--- config.mk ---
export PLATFORM = sky130hd
export DESIGN_NAME = cifd_int_top
export DESIGN_NICKNAME = d
export VERILOG_FILES = /design/src/common/cifd_pkg.sv /design/src/design/cifd_code_enc.sv /design/src/design/cifd_flag_reg.sv /design/src/design/cifd_int_top.sv
export VERILOG_INCLUDE_DIRS = /design/src /design/src/common
export SDC_FILE = /design/constraint.sdc
export NUM_CORES = 1
export LEC_CHECK = 0
export BUFFER_PORTS_ARGS = -buffer_cell sky130_fd_sc_hd__buf_2
export CORE_AREA = 3 3 263 265
export CTS_CLUSTER_DIAMETER = 80
export DETAILED_ROUTE_END_ITERATION = 8
export DIE_AREA = 0 0 266 268
export PLACE_DENSITY = 0.3
export SLEW_MARGIN = 25
export SYNTH_ARGS = -nofsm -noshare
export SYNTH_HDL_FRONTEND = slang
export SYNTH_SLANG_ARGS = --single-unit
export TNS_END_PERCENT = 100
--- constraint.sdc ---
create_clock -name clk_i -period 2.2 [get_ports clk_i]
set_clock_uncertainty 0.05 [all_clocks]
set_input_delay 0.22 -clock clk_i [delete_from_list [all_inputs] [get_ports clk_i]]
set_output_delay 0.22 -clock clk_i [all_outputs]
set_load 0.005 [all_outputs]
--- src/common/cifd_consts.svh ---
`ifndef CIFD_CONSTS_SVH
`define CIFD_CONSTS_SVH

// ------------------------------------------------------------
// Reset values and field masks
// ------------------------------------------------------------
`define CIFD_INT_RST   32'h0000_0000
`define CIFD_EN_MASK   32'hFF1F_0000
`define CIFD_CLR_MASK  32'h0000_F00C
`define CIFD_EN_SHIFT  16
`define CIFD_FIFO_NUM  32

// ------------------------------------------------------------
// Flag bit positions
// ------------------------------------------------------------
`define CIFD_B_BADMSG  15
`define CIFD_B_WAKE    14
`define CIFD_B_BUSERR  13
`define CIFD_B_SYSF    12
`define CIFD_B_RXOVR   11
`define CIFD_B_TXATT   10
`define CIFD_B_LINKCK  9
`define CIFD_B_MEMCOR  8
`define CIFD_B_TEQ     4
`define CIFD_B_MODE    3
`define CIFD_B_TBWRAP  2
`define CIFD_B_RXQ     1
`define CIFD_B_TXQ     0

// ------------------------------------------------------------
// Interrupt codes
// ------------------------------------------------------------
`define CIFD_CODE_NONE   7'h40
`define CIFD_CODE_BUSERR 7'h41
`define CIFD_CODE_WAKE   7'h42
`define CIFD_CODE_RXOVR  7'h43
`define CIFD_CODE_SYSF   7'h44
`define CIFD_CODE_TBWRAP 7'h46
`define CIFD_CODE_MODE   7'h47
`define CIFD_CODE_BADMSG 7'h48
`define CIFD_CODE_TEQ    7'h49
`define CIFD_CODE_TXATT  7'h4A

`endif

--- src/common/cifd_pkg.sv ---
package cifd_pkg;

    // Register selection on the register port
    typedef enum logic [1:0] {
        CIFD_SEL_INT  = 2'h0,
        CIFD_SEL_RXP  = 2'h1,
        CIFD_SEL_RXOV = 2'h2
    } cifd_sel_e;

    typedef struct packed {
        logic        valid;
        logic        write;
        cifd_sel_e   sel;
        logic [3:0]  be;
        logic [31:0] wdata;
    } cifd_req_s;

    typedef struct packed {
        logic bad_message;
        logic bus_wakeup;
        logic bus_error;
        logic system_fault;
    } cifd_evt_s;

    typedef struct packed {
        logic [2:0] rx_flag;
        logic [2:0] rx_en;
        logic [2:0] tx_flag;
        logic [2:0] tx_en;
        logic       ovf;
    } cifd_fifo_s;

    typedef struct packed {
        logic [31:0] rx_queue_pending_vec;
        logic [31:0] rx_overrun_pending_vec;
        logic [31:0] tx_queue_pending_vec;
    } cifd_vec_s;

    typedef struct packed {
        logic [6:0] rx;
        logic [6:0] tx;
        logic [6:0] icode;
    } cifd_code_s;

endpackage

--- src/design/cifd_code_enc.sv ---
`timescale 1ns/10ps
module cifd_code_enc
    import cifd_pkg::*;
(
    // Pending vectors
    input  wire logic [31:0] rx_vec_i,
    input  wire logic [31:0] tx_vec_i,
    input  wire logic [31:0] fifo_vec_i,
    // Codes of highest pending entry
    output logic      [6:0]  rx_code_o,
    output logic      [6:0]  tx_code_o,
    output logic      [6:0]  fifo_code_o
);
    `include "cifd_consts.svh"

    function automatic logic [6:0] hi_code(input logic [31:0] v);
        logic [6:0] c;
        c = `CIFD_CODE_NONE;
        for (int i = 0; i < `CIFD_FIFO_NUM; i++)
        begin
            if (v[i])
            begin
                c = 7'(i);
            end
        end
        return c;
    endfunction

    always_comb
    begin
        rx_code_o   = hi_code(rx_vec_i);
        tx_code_o   = hi_code(tx_vec_i);
        fifo_code_o = hi_code(fifo_vec_i);
    end
endmodule

--- src/design/cifd_flag_reg.sv ---
`timescale 1ns/10ps
module cifd_flag_reg (
    // Clock and reset
    input  wire logic       clk_i,
    input  wire logic       reset_i,
    // Set and clear requests
    input  wire logic [5:0] set_i,
    input  wire logic [5:0] clr_i,
    // Flag state
    output logic      [5:0] q_o
);
    logic [5:0] flag_q;
    logic [5:0] flag_d;

    always_comb
    begin
        flag_d = (flag_q & ~clr_i) | set_i;
    end

    always_ff @(posedge clk_i)
    begin
        if (reset_i)
        begin
            flag_q <= 6'h00;
        end
        else
        begin
            flag_q <= flag_d;
        end
    end

    assign q_o = flag_q;

    // ------------------------------------------------------------
    // Checks
    // ------------------------------------------------------------
    flag_set_wins_a: assert property (@(posedge clk_i) disable iff (reset_i)
        (|set_i) |=> ((q_o & $past(set_i)) == $past(set_i)))
        else $error("set flag not taken");
    flag_hold_a: assert property (@(posedge clk_i) disable iff (reset_i)
        ##1 (($past(q_o) & ~$past(clr_i) & ~q_o) == 6'h00))
        else $error("flag dropped without clear");
endmodule

--- src/design/cifd_int_top.sv ---
`timescale 1ns/10ps
// Functional notes
// - Enables for fault events at bits 31..24
// - Enables for queue/mode/timebase at bits 20..16
// - Event flags set by hardware, host clears
// - Bad message, wakeup, bus error at 15..13
// - System fault flag at bit 12
// - Read-only summaries at bits 11..8
// - Bit 4 shows pending transmit event queue
// - Bit 3 set on operating mode change
// - Bit 2 set on time base wrap
// - Bit 1 shows any receive queue pending
// - Bit 0 shows any transmit queue pending
// - Unimplemented bits always read zero
// - Receive pending equals OR of enabled flags
// - Per-FIFO receive overrun pending bits 31..1
// - Transmit pending per FIFO, bit 0 priority
// - Codes report highest pending, else none
module cifd_int_top
    import cifd_pkg::*;
(
    // Clock and reset
    input  wire logic                   clk_i,
    input  wire logic                   reset_i,
    // Register port
    input  wire cifd_pkg::cifd_req_s    reg_req_i,
    output logic               [31:0]   reg_rdata_o,
    output logic                        reg_rvalid_o,
    // Event sources
    input  wire cifd_pkg::cifd_evt_s    evt_i,
    input  wire logic          [2:0]    operating_mode_field_i,
    input  wire logic          [31:0]   time_base_counter_i,
    // FIFO state
    input  wire cifd_pkg::cifd_fifo_s [31:0] fifo_i,
    input  wire logic          [31:0]   tx_attempt_vec_i,
    input  wire logic                   tx_event_queue_pend_i,
    input  wire logic                   host_link_check_pend_i,
    input  wire logic                   memory_correct_pend_i,
    // Status and request
    output cifd_pkg::cifd_vec_s         vec_o,
    output cifd_pkg::cifd_code_s        code_o,
    output logic                        irq_o
);
    import cifd_pkg::*;
    `include "cifd_consts.svh"

    // ------------------------------------------------------------
    // Helpers
    // ------------------------------------------------------------
    function automatic logic [31:0] lane_mask(input logic [3:0] be);
        return {{8{be[3]}}, {8{be[2]}}, {8{be[1]}}, {8{be[0]}}};
    endfunction

    function automatic logic [31:0] rx_or(input cifd_fifo_s [31:0] f);
        logic [31:0] v;
        v = 32'h0000_0000;
        for (int i = 1; i < `CIFD_FIFO_NUM; i++)
        begin
            v[i] = |(f[i].rx_flag & f[i].rx_en);
        end
        return v;
    endfunction

    // ------------------------------------------------------------
    // State
    // ------------------------------------------------------------
    logic [31:0] en_q;
    logic [31:0] en_d;
    logic [31:0] rxp_q;
    logic [31:0] rxp_d;
    logic [31:0] rxov_q;
    logic [31:0] rxov_d;
    logic [31:0] txp_q;
    logic [31:0] txp_d;
    logic [2:0]  ro_q;
    logic [2:0]  ro_d;
    logic        tef_q;
    logic        tef_d;
    logic [2:0]  mode_q;
    logic [2:0]  mode_d;
    logic        prime_q;
    logic        prime_d;
    logic        tb_full_q;
    logic        tb_full_d;
    logic [31:0] rdata_q;
    logic [31:0] rdata_d;
    logic        rvalid_q;
    logic        rvalid_d;
    cifd_code_s  code_q;
    cifd_code_s  code_d;

    logic        int_wr;
    logic [31:0] wmask;
    logic [5:0]  stk_set;
    logic [5:0]  stk_clr;
    logic [5:0]  stk;
    logic [31:0] int_rd;
    logic [6:0]  rx_code;
    logic [6:0]  tx_code;
    logic [6:0]  fifo_code;
    logic [31:0] fifo_pend;
    logic        mode_chg;
    logic        tb_wrap;

    // ------------------------------------------------------------
    // Event detection and sticky flags
    // ------------------------------------------------------------
    assign int_wr   = reg_req_i.valid && reg_req_i.write && (reg_req_i.sel == CIFD_SEL_INT);
    assign wmask    = lane_mask(reg_req_i.be);
    assign mode_chg = prime_q && (operating_mode_field_i != mode_q);
    assign tb_wrap  = tb_full_q && (time_base_counter_i == 32'h0000_0000);

    always_comb
    begin
        stk_set = {evt_i.bad_message, evt_i.bus_wakeup, evt_i.bus_error,
                   evt_i.system_fault, mode_chg, tb_wrap};
        stk_clr = 6'h00;
        if (int_wr)
        begin
            // Writing zero clears, writing one leaves the flag alone
            stk_clr = ~{reg_req_i.wdata[15:12], reg_req_i.wdata[3:2]}
                      & {wmask[15:12], wmask[3:2]};
        end
    end

    cifd_flag_reg u_flags (
        .clk_i   (clk_i),
        .reset_i (reset_i),
        .set_i   (stk_set),
        .clr_i   (stk_clr),
        .q_o     (stk)
    );

    // ------------------------------------------------------------
    // Next-state logic
    // ------------------------------------------------------------
    always_comb
    begin
        en_d = en_q;
        if (int_wr)
        begin
            en_d = (en_q & ~(wmask & `CIFD_EN_MASK))
                   | (reg_req_i.wdata & wmask & `CIFD_EN_MASK);
        end
        rxp_d  = rx_or(fifo_i);
        rxov_d = 32'h0000_0000;
        txp_d  = 32'h0000_0000;
        for (int i = 0; i < `CIFD_FIFO_NUM; i++)
        begin
            rxov_d[i] = (i != 0) && fifo_i[i].ovf;
            txp_d[i]  = |(fifo_i[i].tx_flag & fifo_i[i].tx_en);
        end
        ro_d      = {|tx_attempt_vec_i, host_link_check_pend_i, memory_correct_pend_i};
        tef_d     = tx_event_queue_pend_i;
        mode_d    = operating_mode_field_i;
        prime_d   = 1'b1;
        tb_full_d = &time_base_counter_i;
    end

    // ------------------------------------------------------------
    // Interrupt register view
    // ------------------------------------------------------------
    always_comb
    begin
        int_rd = {en_q[31:24], 3'h0, en_q[20:16],
                  stk[5:2],
                  |rxov_q, ro_q,
                  3'h0, tef_q, stk[1:0],
                  |rxp_q, |txp_q};
    end

    assign irq_o = |(int_rd[15:0] & int_rd[31:16]);

    // ------------------------------------------------------------
    // Interrupt codes
    // ------------------------------------------------------------
    assign fifo_pend = (rxp_q & {32{en_q[17]}}) | (txp_q & {32{en_q[16]}});

    cifd_code_enc u_enc (
        .rx_vec_i    (rxp_q),
        .tx_vec_i    (txp_q),
        .fifo_vec_i  (fifo_pend),
        .rx_code_o   (rx_code),
        .tx_code_o   (tx_code),
        .fifo_code_o (fifo_code)
    );

    always_comb
    begin
        code_d.rx = rx_code;
        code_d.tx = tx_code;
        // Highest code number wins
        if (int_rd[10] && int_rd[26])
        begin
            code_d.icode = `CIFD_CODE_TXATT;
        end
        else if (int_rd[4] && int_rd[20])
        begin
            code_d.icode = `CIFD_CODE_TEQ;
        end
        else if (int_rd[15] && int_rd[31])
        begin
            code_d.icode = `CIFD_CODE_BADMSG;
        end
        else if (int_rd[3] && int_rd[19])
        begin
            code_d.icode = `CIFD_CODE_MODE;
        end
        else if (int_rd[2] && int_rd[18])
        begin
            code_d.icode = `CIFD_CODE_TBWRAP;
        end
        else if (int_rd[12] && int_rd[28])
        begin
            code_d.icode = `CIFD_CODE_SYSF;
        end
        else if (int_rd[11] && int_rd[27])
        begin
            code_d.icode = `CIFD_CODE_RXOVR;
        end
        else if (int_rd[14] && int_rd[30])
        begin
            code_d.icode = `CIFD_CODE_WAKE;
        end
        else if (int_rd[13] && int_rd[29])
        begin
            code_d.icode = `CIFD_CODE_BUSERR;
        end
        else
        begin
            code_d.icode = fifo_code;
        end
    end

    // ------------------------------------------------------------
    // Register read
    // ------------------------------------------------------------
    always_comb
    begin
        rvalid_d = reg_req_i.valid && !reg_req_i.write;
        rdata_d  = rdata_q;
        if (rvalid_d)
        begin
            unique case (reg_req_i.sel)
                CIFD_SEL_INT:  rdata_d = int_rd;
                CIFD_SEL_RXP:  rdata_d = rxp_q;
                CIFD_SEL_RXOV: rdata_d = rxov_q;
                default:       rdata_d = 32'h0000_0000;
            endcase
        end
    end

    // ------------------------------------------------------------
    // Registers
    // ------------------------------------------------------------
    always_ff @(posedge clk_i)
    begin
        if (reset_i)
        begin
            en_q      <= `CIFD_INT_RST;
            rxp_q     <= 32'h0000_0000;
            rxov_q    <= 32'h0000_0000;
            txp_q     <= 32'h0000_0000;
            ro_q      <= 3'h0;
            tef_q     <= 1'b0;
            mode_q    <= 3'h0;
            prime_q   <= 1'b0;
            tb_full_q <= 1'b0;
            rdata_q   <= 32'h0000_0000;
            rvalid_q  <= 1'b0;
            code_q    <= {`CIFD_CODE_NONE, `CIFD_CODE_NONE, `CIFD_CODE_NONE};
        end
        else
        begin
            en_q      <= en_d;
            rxp_q     <= rxp_d;
            rxov_q    <= rxov_d;
            txp_q     <= txp_d;
            ro_q      <= ro_d;
            tef_q     <= tef_d;
            mode_q    <= mode_d;
            prime_q   <= prime_d;
            tb_full_q <= tb_full_d;
            rdata_q   <= rdata_d;
            rvalid_q  <= rvalid_d;
            code_q    <= code_d;
        end
    end

    assign reg_rdata_o  = rdata_q;
    assign reg_rvalid_o = rvalid_q;
    assign code_o       = code_q;
    assign vec_o        = '{rx_queue_pending_vec:   rxp_q,
                            rx_overrun_pending_vec: rxov_q,
                            tx_queue_pending_vec:   txp_q};

    // ------------------------------------------------------------
    // Checks
    // ------------------------------------------------------------
    en_write_a: assert property (@(posedge clk_i) disable iff (reset_i)
        (int_wr && reg_req_i.be == 4'hF)
        |=> ((int_rd & `CIFD_EN_MASK) == ($past(reg_req_i.wdata) & `CIFD_EN_MASK)))
        else $error("enable write not stored");
    en_hold_a: assert property (@(posedge clk_i) disable iff (reset_i)
        !int_wr |=> $stable(int_rd[20:16]))
        else $error("enable changed without write");
    unimpl_zero_a: assert property (@(posedge clk_i) disable iff (reset_i)
        (int_rd[23:21] == 3'h0) && (int_rd[7:5] == 3'h0) && !rxp_q[0] && !rxov_q[0])
        else $error("unimplemented bit set");
    sysf_set_a: assert property (@(posedge clk_i) disable iff (reset_i)
        evt_i.system_fault |=> int_rd[`CIFD_B_SYSF])
        else $error("system fault flag not set");
    mode_flag_a: assert property (@(posedge clk_i) disable iff (reset_i)
        (prime_q && operating_mode_field_i != $past(operating_mode_field_i))
        |=> int_rd[`CIFD_B_MODE])
        else $error("mode change not flagged");
    tb_wrap_a: assert property (@(posedge clk_i) disable iff (reset_i)
        ((&time_base_counter_i) ##1 (time_base_counter_i == 32'h0000_0000))
        |=> int_rd[`CIFD_B_TBWRAP])
        else $error("time base wrap not flagged");
    rx_track_a: assert property (@(posedge clk_i) disable iff (reset_i)
        ##1 (rxp_q == rx_or($past(fifo_i))))
        else $error("receive pending mismatch");
    summary_a: assert property (@(posedge clk_i) disable iff (reset_i)
        (int_rd[`CIFD_B_RXQ] == (rxp_q != 32'h0)) && (int_rd[`CIFD_B_TXQ] == (txp_q != 32'h0))
        && (int_rd[`CIFD_B_RXOVR] == (rxov_q != 32'h0)))
        else $error("summary flag mismatch");
    irq_cause_a: assert property (@(posedge clk_i) disable iff (reset_i)
        (stk[0] && en_q[18]) |-> irq_o)
        else $error("request missing");
    code_none_a: assert property (@(posedge clk_i) disable iff (reset_i)
        ((int_rd[15:0] & int_rd[31:16]) == 16'h0000)
        |=> (code_o.icode == `CIFD_CODE_NONE))
        else $error("code not none when idle");
    tx_code_a: assert property (@(posedge clk_i) disable iff (reset_i)
        (txp_q == 32'h0000_0001) |=> (code_o.tx == 7'h00))
        else $error("priority queue code wrong");

    irq_seen_c:  cover property (@(posedge clk_i) disable iff (reset_i) $rose(irq_o));
    clr_race_c:  cover property (@(posedge clk_i) disable iff (reset_i) |(stk_set & stk_clr));
    fifo_code_c: cover property (@(posedge clk_i) disable iff (reset_i)
        code_o.icode < `CIFD_CODE_NONE);
endmodule

[Yosys cells after proc, flatten, opt, wreduce, memory -nomap -nowiden]
Cells that the tools add are included.
Word-level totals
  output and inout port bits: 151
  logic and storage cells: 302
  register bits: 197
  input port bits: 532
Cells by class
  equality and inequality tests: 3
  reductions and logical operators: 92
  bitwise operators: 76
  multiplexer cells: 108
Operators by type and width (number)
  7-bit two-way mux: 96
  32-bit OR reduction: 6
  3-bit bitwise AND: 63
  3-bit OR reduction: 63
  32-bit bitwise AND: 4
  32-bit case mux with 3 select lines: 1
  32-bit OR: 2
  41-bit OR reduction: 1
  4-bit two-way mux: 9
  32-bit logical NOT: 1
  32-bit inverter: 1
  32-bit AND reduction: 1
  16-bit bitwise AND: 1
  16-bit OR reduction: 1
  1-bit logical AND: 14
  6-bit bitwise AND: 2
  6-bit inverter: 2
  10-bit OR reduction: 1
  6-bit two-way mux: 1
  6-bit OR: 1
  4-bit OR reduction: 1
  3-bit inequality test: 1
  2-bit by 1-bit equality test with 1-bit output (second input constant): 1
  2-bit equality test (second input constant): 1
  4 further kinds: 4

[Logic depth before layout (Yosys ltp)]
Gate-level depths: netlist (run 1).
  word-level depth: 43
  depth in mapped cells: 8
  depth with buffers taken out: 6

[Cells and area by module]
From an unflattened synthesis (run 1), not the netlist that was laid out.
Unflattened totals
  cell total of the unflattened synthesis: 966
  area, all modules: 8239.2 um^2
Modules (own cells, without submodules)
  cifd_int_top: sequential area each 3403.3 um^2, instances 1, area an instance 6869.1 um^2, cells each 742
  cifd_code_enc: sequential area each 0.0 um^2, instances 1, area an instance 1114.8 um^2, cells each 200
  cifd_flag_reg: sequential area each 120.1 um^2, instances 1, area an instance 255.2 um^2, cells each 24

[Least setup slack after synthesis (run 1)]
Ideal clock, no wire load.
  path kind: register -> output
  from: register rxp_q[27]
  to: output irq_o
  cell stages (with the launch flop): 7
  arrival time: 1889 ps
  setup slack: 41 ps
  data required time: 1930 ps
  cells stage by stage: dfxtp_1 -> buf_4 -> nor4_2 -> nand4_1 -> or3_4 -> a22o_1 -> or3_1
On the way
  longest elaborated chain between the ends: 3
RTL lines
  from (decl): line cifd_int_top.sv:69  | logic [31:0] rxp_q;
  from (signal assigned): line cifd_int_top.sv:276  | rxp_q <= rxp_d;
  32-bit OR reduction: line cifd_int_top.sv:169  | |rxp_q, |txp_q};
  16-bit bitwise AND: line cifd_int_top.sv:172  | assign irq_o = |(int_rd[15:0] & int_rd[31:16]);
  16-bit OR reduction: line cifd_int_top.sv:172
  to (decl): line cifd_int_top.sv:42  | output logic irq_o
Every way passes these cells.

[Worst setup path in the final report (run 1)]
  from: register txp_q[9]
  to: output irq_o
On the way
  longest elaborated chain between the ends: 3
RTL lines
  from (decl): line cifd_int_top.sv:73  | logic [31:0] txp_q;
  from (signal assigned): line cifd_int_top.sv:278  | txp_q <= txp_d;
  32-bit OR reduction: line cifd_int_top.sv:169
  16-bit bitwise AND: line cifd_int_top.sv:172
  16-bit OR reduction: line cifd_int_top.sv:172
Every way passes these cells.

==> flow_metrics.py, run 1 <==
metrics = {
    "synthesis": {
        "async_flop_share_pct": 0,
        "synth_compound_area_share_pct": 24.7,
        "syn-cell-area_sq_mm": 0.00808,
        "synth_cell_types": 62,
        "synthMuxAreaShare_pct": 2.97,
        "ys_warn_count": 0,
        "synth_top_family_by_area": "simple AND/OR/NAND/NOR gates",
        "syn_avg_cell_area_sq_um": 8.44,
        "synth-simple-area-share_pct": 24.8,
        "synth_cells": 958,
        "synth_top_flop_cell": "dfxtp_1",
        "synth_adder_area_share_pct": 0,
        "synth_xor_area_share_pct": 0.325,
        "yosysSeqAreaShare_pct": 42.8,
        "synth_edf_count": 0,
        "ys_seq_elements": 173,
    },
    "timing": {
        "timing.final.ws_setup_ns": -0.687,
        "worst_slew_pin_slew_ns": 0.861,
        "rsz0062_at_grt": "true",
        "fin_crit_sh_pct": 131,
        "clock.fmax_ghz": 0.346,
        "setup-tns-final_ns": -0.687,
        "hold_viol": 0,
        "slew_headroom_pct": 42.4,
        "setup_viol": 1,
        "slew_viol_final": 0,
        "fin_crit_ns": 2.89,
    },
    "status": {
        "status": "finished, violations left",
        "violations": "setup timing",
    },
    "hold_path": {
        "hold_path.class": "primary input to flop",
        "holdPathStages": 3,
    },
    "clock_tree": {
        "clk_latency_ns": 0.49,
        "clock_sinks": 173,
        "htree_levels": 4,
        "tritoncts": "done",
        "clk_pin_slew_ns": 0.07,
        "cts_made_buffers": 17,
        "clock_path_buffers": 2,
        "clock-root-buffer": "clkbuf_16",
    },
    "die": {
        "ios": 683,
        "placementRows": 95,
        "die-area_sq_mm": 0.0713,
        "coreArea_sq_mm": 0.0670,
        "die_h_um": 268,
        "start_util_pct": 12.1,
        "die_x_um": 266,
    },
    "run": {
        "cap_violations": 0,
    },
    "drt": {
        "dr.pass1.iters": 7,
        "wl_met2_um": 30500,
        "drt-met1-wl_um": 25000,
        "drc": 0,
        "vias": 11600,
        "routed.top_layer": "met5",
        "drt-vias-per-instance": 4.18,
        "wl_per_cell_um": 22.2,
        "wl_met3_um": 4270,
        "postRouteAntennaNets": 0,
        "wirelength_um": 61600,
        "dr.first_iter.drc_count": 851,
    },
    "finish": {
        "layout-drive-gt1-share_pct": 46.2,
        "areaGrowthSynthToFinish_pct": 93.8,
        "nets": 2415,
        "final_common_cell": "buf_2",
        "n_fill_cell": 7567,
        "final_cell_mix": "buf_2 (655), dfxtp_1 (170), buf_4 (154), nor2_1 (149), dlygate4sd3_1 (148)",
    },
    "global_route": {
        "antenna_found_initial": 13,
        "grt-ovfl-total": 0,
        "grt_pass1_wl_um": 84200,
        "grt_use_total_pct": 16.6,
        "grt_pass1_vias": 12100,
        "grt_max_degree": 49,
    },
    "placed_design": {
        "port-buffer-count": 657,
        "hpwlAfterDp_um": 52400,
        "dp_slack_ns": -0.352,
        "gp_congestion": 0.951,
    },
    "worst_setup_path": {
        "critPathMaxFanout": 2,
        "cp.required_ns": 1.93,
        "end_kind": "output port",
        "worst-r2r-cell-count": 9,
        "critPathArrivalTime_ns": 2.62,
        "start_kind": "flop",
        "crit_type": "flop to output port",
    },
    "power": {
        "vdd_drop_max_v": 0.000334,
        "power_leakage_nw": 7.36,
        "p_per_area_mw_per_mm2": 574,
    },
}
## stage by stage
step,hold WS (ns),instance area (sq um),util (%),total power [mW],instances
global placement,0.388,13400,20.0,5.59,2586
finish,0.0220,15700,23.4,9.00,2775
CTS,0.00409,15600,23.2,9.19,2768
global route,0.0291,15700,23.4,9.45,2772
detailed placement,0.388,13400,20.0,5.59,2586
floorplan,0.298,8100,-,4.15,962
## kinds of logic after synthesis
logic type / after synthesis
and+or+nand+nor: 400
AOI/OAI and AO/OA: 275
DFF: 173
buffers and inverters: 82
muxes: 24
xor gates and xnor gates: 3
other: 1
## critical path, stage by stage, from the launching register on
cell and delay [ns]:
dfxtp_1 0.32, or4_4 0.57, nor4b_4 0.26, nand4_2 0.21, a22o_1 0.24, or3_4 0.40, buf_6 0.13
## final cells by class
type | instances | area, sq um | share of cell area [%]
well taps | 873 | 1090 | 6.97
diodes | 6 | 15.0 | 0.0958
repair buffers | 964 | 6020 | 38.4
clock inverters | 14 | 164 | 1.05
flip-flops and latches | 173 | 3470 | 22.1
inverters | 20 | 75.1 | 0.479
clock buffers | 18 | 439 | 2.80
multi-input cells | 707 | 4400 | 28.1
## worst paths after layout
kind,startpoint,slack [ns],endpoint
worst max-delay path,txp_q[9],-0.69,irq_o
worst min-delay path,fifo_i[350],0.02,rxp_q[26]
worst max register to register,rxov_q[27],0.11,code_o[4]
worst min register to register,reg_rdata_o[0],0.40,reg_rdata_o[0]
## flip-flops by register name (all words and copies together) (netlist names), named ones only
signal and cells:
tef_q 1, tb_full_q 1, ro_q 3, reg_rvalid_o 1, u_flags.q_o 6, mode_q 3
rxov_q 31, reg_rdata_o 32, code_o 18, rxp_q 31, prime_q 1, txp_q 32
## Yosys cell counts, types with 6 or more instances
cell | n | area share (%)
nand3_1 | 23 | 1.4
nor3b_1 | 7 | 0.65
o31ai_1 | 10 | 0.93
nor3_1 | 42 | 2.6
dfxtp_1 | 173 | 43
a211oi_1 | 28 | 2.6
nor2b_1 | 43 | 3.3
nand2_1 | 55 | 2.6
a221oi_1 | 11 | 1.2
a22o_1 | 6 | 0.65
a21oi_1 | 42 | 2.6
inv_1 | 20 | 0.93
a222oi_1 | 66 | 8.2
a31oi_1 | 6 | 0.46
nor4_1 | 32 | 2.5
clkbuf_1 | 46 | 2.1
a22oi_1 | 9 | 0.84
buf_4 | 7 | 0.65
nand4_1 | 20 | 1.5
buf_2 | 6 | 0.37
o21ai_0 | 67 | 4.1
mux2i_1 | 24 | 3.0
nor2_1 | 150 | 7.0
o21a_1 | 7 | 0.65
## power breakdown
part | internal (mW) | switching, mW | total, mW
combinational | 1.15 | 1.14 | 2.29
clock | 1.65 | 1.58 | 3.24
sequential | 3.33 | 0.145 | 3.48
total | 6.13 | 2.87 | 9.00
## per-layer routing
layer	vias to the layer above	GRT usage (%)
met5	-	0
met4	6	6.14
met3	83	4.40
met2	490	29.0
met1	5503	19.6
li1	5519	-
## timing repair
| action | CTS | global route |
|---|---|---|
| hold buffers | 148 | 0 |
| hold endpoints to repair | 98 | 0 |
| pin swaps | 5 | 5 |
| endpoints found under the setup margin | 3 | 7 |
| setup buffers | 2 | 1 |
| resized for setup | 11 | 17 |
Note: power is estimated with default switching activity, not from simulation.
==> run 2, diff against run 1 <==
GPL_TIMING_DRIVEN = 0   (was default)
==> run 2 against run 1 <==
The run still ends with setup timing left. Combinational power decreased by 20%. Total power decreased by 1.0%. Critical path depth unchanged. Cell area decreased by 1.4%. Worst setup slack got worse by 0.0034 ns. Sequential power increased by 7.8%. Worst hold slack improved by 0.0029 ns. Non-clock buffer count decreased by 43. Critical path type unchanged.
==> flow_metrics.py, run 2 (synthesized netlist as in run 1, its figures left out) <==
metrics = {
    "finish": {
        "final_cell_mix": "buf_2 (655), dlygate4sd3_1 (203), nor2_1 (148), dfxtp_1 (145), a222oi_1 (66)",
        "areaGrowthSynthToFinish_pct": 91.1,
        "nets": 2372,
        "n_fill_cell": 7565,
        "fin_area_sq_mm": 0.0154,
        "layout-drive-gt1-share_pct": 41.8,
        "final_common_cell": "buf_2",
    },
    "timing": {
        "fin_crit_ns": 2.89,
        "setup_viol": 1,
        "timing.final.ws_setup_ns": -0.691,
        "clock.fmax_ghz": 0.346,
        "hold_slack_ns": 0.0249,
        "worst_slew_pin_slew_ns": 1.04,
        "slew_headroom_pct": 30.4,
        "slew_viol_final": 0,
        "fin_crit_sh_pct": 131,
        "setup-tns-final_ns": -0.691,
        "rsz0062_at_grt": "true",
        "hold_viol": 0,
    },
    "status": {
        "violations": "setup timing",
        "status": "finished, violations left",
    },
    "power": {
        "p_seq_share_pct": 42.2,
        "p_sw_mw": 2.87,
        "p_int_mw": 6.04,
        "p_per_area_mw_per_mm2": 577,
        "power.total_mw": 8.91,
        "pwr-share-comb_pct": 20.6,
        "p_sw_share_pct": 32.2,
        "vdd_drop_max_v": 0.000483,
        "power_leakage_nw": 6.98,
        "clkPwrFrac_pct": 37.3,
    },
    "hold_path": {
        "hold_path_end": "rxp_q[24]",
        "hold_path.class": "primary input to flop",
        "holdPathStages": 3,
        "worstHoldStart": "fifo_i[321]",
    },
    "clock_tree": {
        "cts_made_buffers": 17,
        "tritoncts": "done",
        "clk_latency_ns": 0.50,
        "clock_sinks": 173,
        "clock-root-buffer": "clkbuf_16",
        "clock_path_buffers": 2,
        "clk_pin_slew_ns": 0.08,
        "htree_levels": 4,
    },
    "drt": {
        "wl_per_cell_um": 21.9,
        "postRouteAntennaNets": 0,
        "drt-vias-per-instance": 4.18,
        "vias": 11400,
        "wirelength_um": 59800,
        "drc": 0,
        "dr.first_iter.drc_count": 708,
        "dr.pass1.iters": 5,
    },
    "worst_setup_path": {
        "cp.required_ns": 1.93,
        "critPathArrivalTime_ns": 2.62,
        "end_kind": "output port",
        "r2r_end": "code_o[1]",
        "start_kind": "flop",
        "worst-r2r-cell-count": 8,
        "rrSetupSlack_ns": 0.09,
        "critPathMaxFanout": 2,
        "crit_type": "flop to output port",
    },
    "global_route": {
        "grt_use_total_pct": 16.1,
        "grt_pass1_vias": 11900,
        "grt_max_degree": 21,
        "grt_pass1_wl_um": 81700,
        "antenna_found_initial": 12,
        "grt-ovfl-total": 0,
    },
    "die": {
        "start_util_pct": 12.1,
        "die_h_um": 268,
        "placementRows": 95,
        "ios": 683,
        "die_x_um": 266,
        "coreArea_sq_mm": 0.0670,
        "die-area_sq_mm": 0.0713,
    },
    "placed_design": {
        "port-buffer-count": 654,
        "hpwlAfterDp_um": 49200,
        "dp_slack_ns": -0.631,
        "gp_congestion": 0.922,
        "place_area_sq_mm": 0.0125,
    },
    "run": {
        "cap_violations": 0,
    },
}
==> run 2: cell count changes in the layout (fill, tap and decap cells not counted), moves of 5 or more <==
cell,change
clkbuf_1,+31
buf_4,-133
dfxtp_1,-25
dlygate4sd3_1,+55
dfxtp_4,+6
clkinv_8,+6
nor4_2,+5
dfxtp_2,+19
==> run 2: routing by layer <==
| layer | GRT usage [%] | wire (um) |
|---|---|---|
| met4 | 7.69 | 2280 |
| met1 | 19.0 | 24600 |
| met5 | 0 | 0 |
| met3 | 3.42 | 3280 |
| met2 | 28.1 | 29700 |
==> run 2: worst max path at each step <==
| stage | from | to | slack [ns] | cells after the start |
|---|---|---|---|---|
| after floorplan | rxp_q[27] | irq_o | 0.04 | 6 |
| after global placement | txp_q[9] | irq_o | -0.62 | 6 |
| after detailed placement | txp_q[9] | irq_o | -0.63 | 6 |
| after CTS | txp_q[8] | irq_o | -0.79 | 6 |
| after global routing | txp_q[8] | irq_o | -0.82 | 6 |
| final | txp_q[8] | irq_o | -0.69 | 6 |
==> run 2: timing repair <==
action / CTS / global route
endpoints found under the setup margin: 9 / 9
cloned: 0 / 0
buffers inserted: 8 / 2
hold endpoints to repair: 121 / 0
gates resized for setup: 54 / 29
hold buffers: 203 / 0
pin swaps: 13 / 9
==> run 2: worst max-delay path: stages (launching register included) <==
cell and delay (ns):
dfxtp_4 0.37, or4_4 0.56, nor4b_4 0.30, nand4_4 0.17, a22o_1 0.26, or3_4 0.33, buf_6 0.14
==> run 2: layout make-up <==
cell class / instances / area (sq um) / share of cell area, %
diodes: 7 / 17.5 / 0.113
inverters: 20 / 75.1 / 0.486
flip-flops and latches: 173 / 3510 / 22.7
multi-input cells: 707 / 4440 / 28.8
well taps: 873 / 1090 / 7.07
clock buffers: 17 / 425 / 2.75
repair buffers: 867 / 5390 / 34.9
plain buffers: 54 / 277 / 1.79
clock inverters: 15 / 220 / 1.43
==> run 2: metrics by stage <==
step                      utilization [%]  cells
final                                23.0   2733
after global routing                 23.0   2733
after CTS                            22.9   2726
after detailed placement             18.6   2489
after global placement               18.6   2489
after floorplan                         -    962
==> run 2: power by group through the flow <==
stage	logic (mW)	clock network [mW]	registers, mW
after floorplan	0.566	0	3.58
after global placement	1.52	0	3.79
after detailed placement	1.53	0	3.79
after CTS	1.86	3.53	3.75
after global routing	2.02	3.61	3.78
final	1.83	3.32	3.75
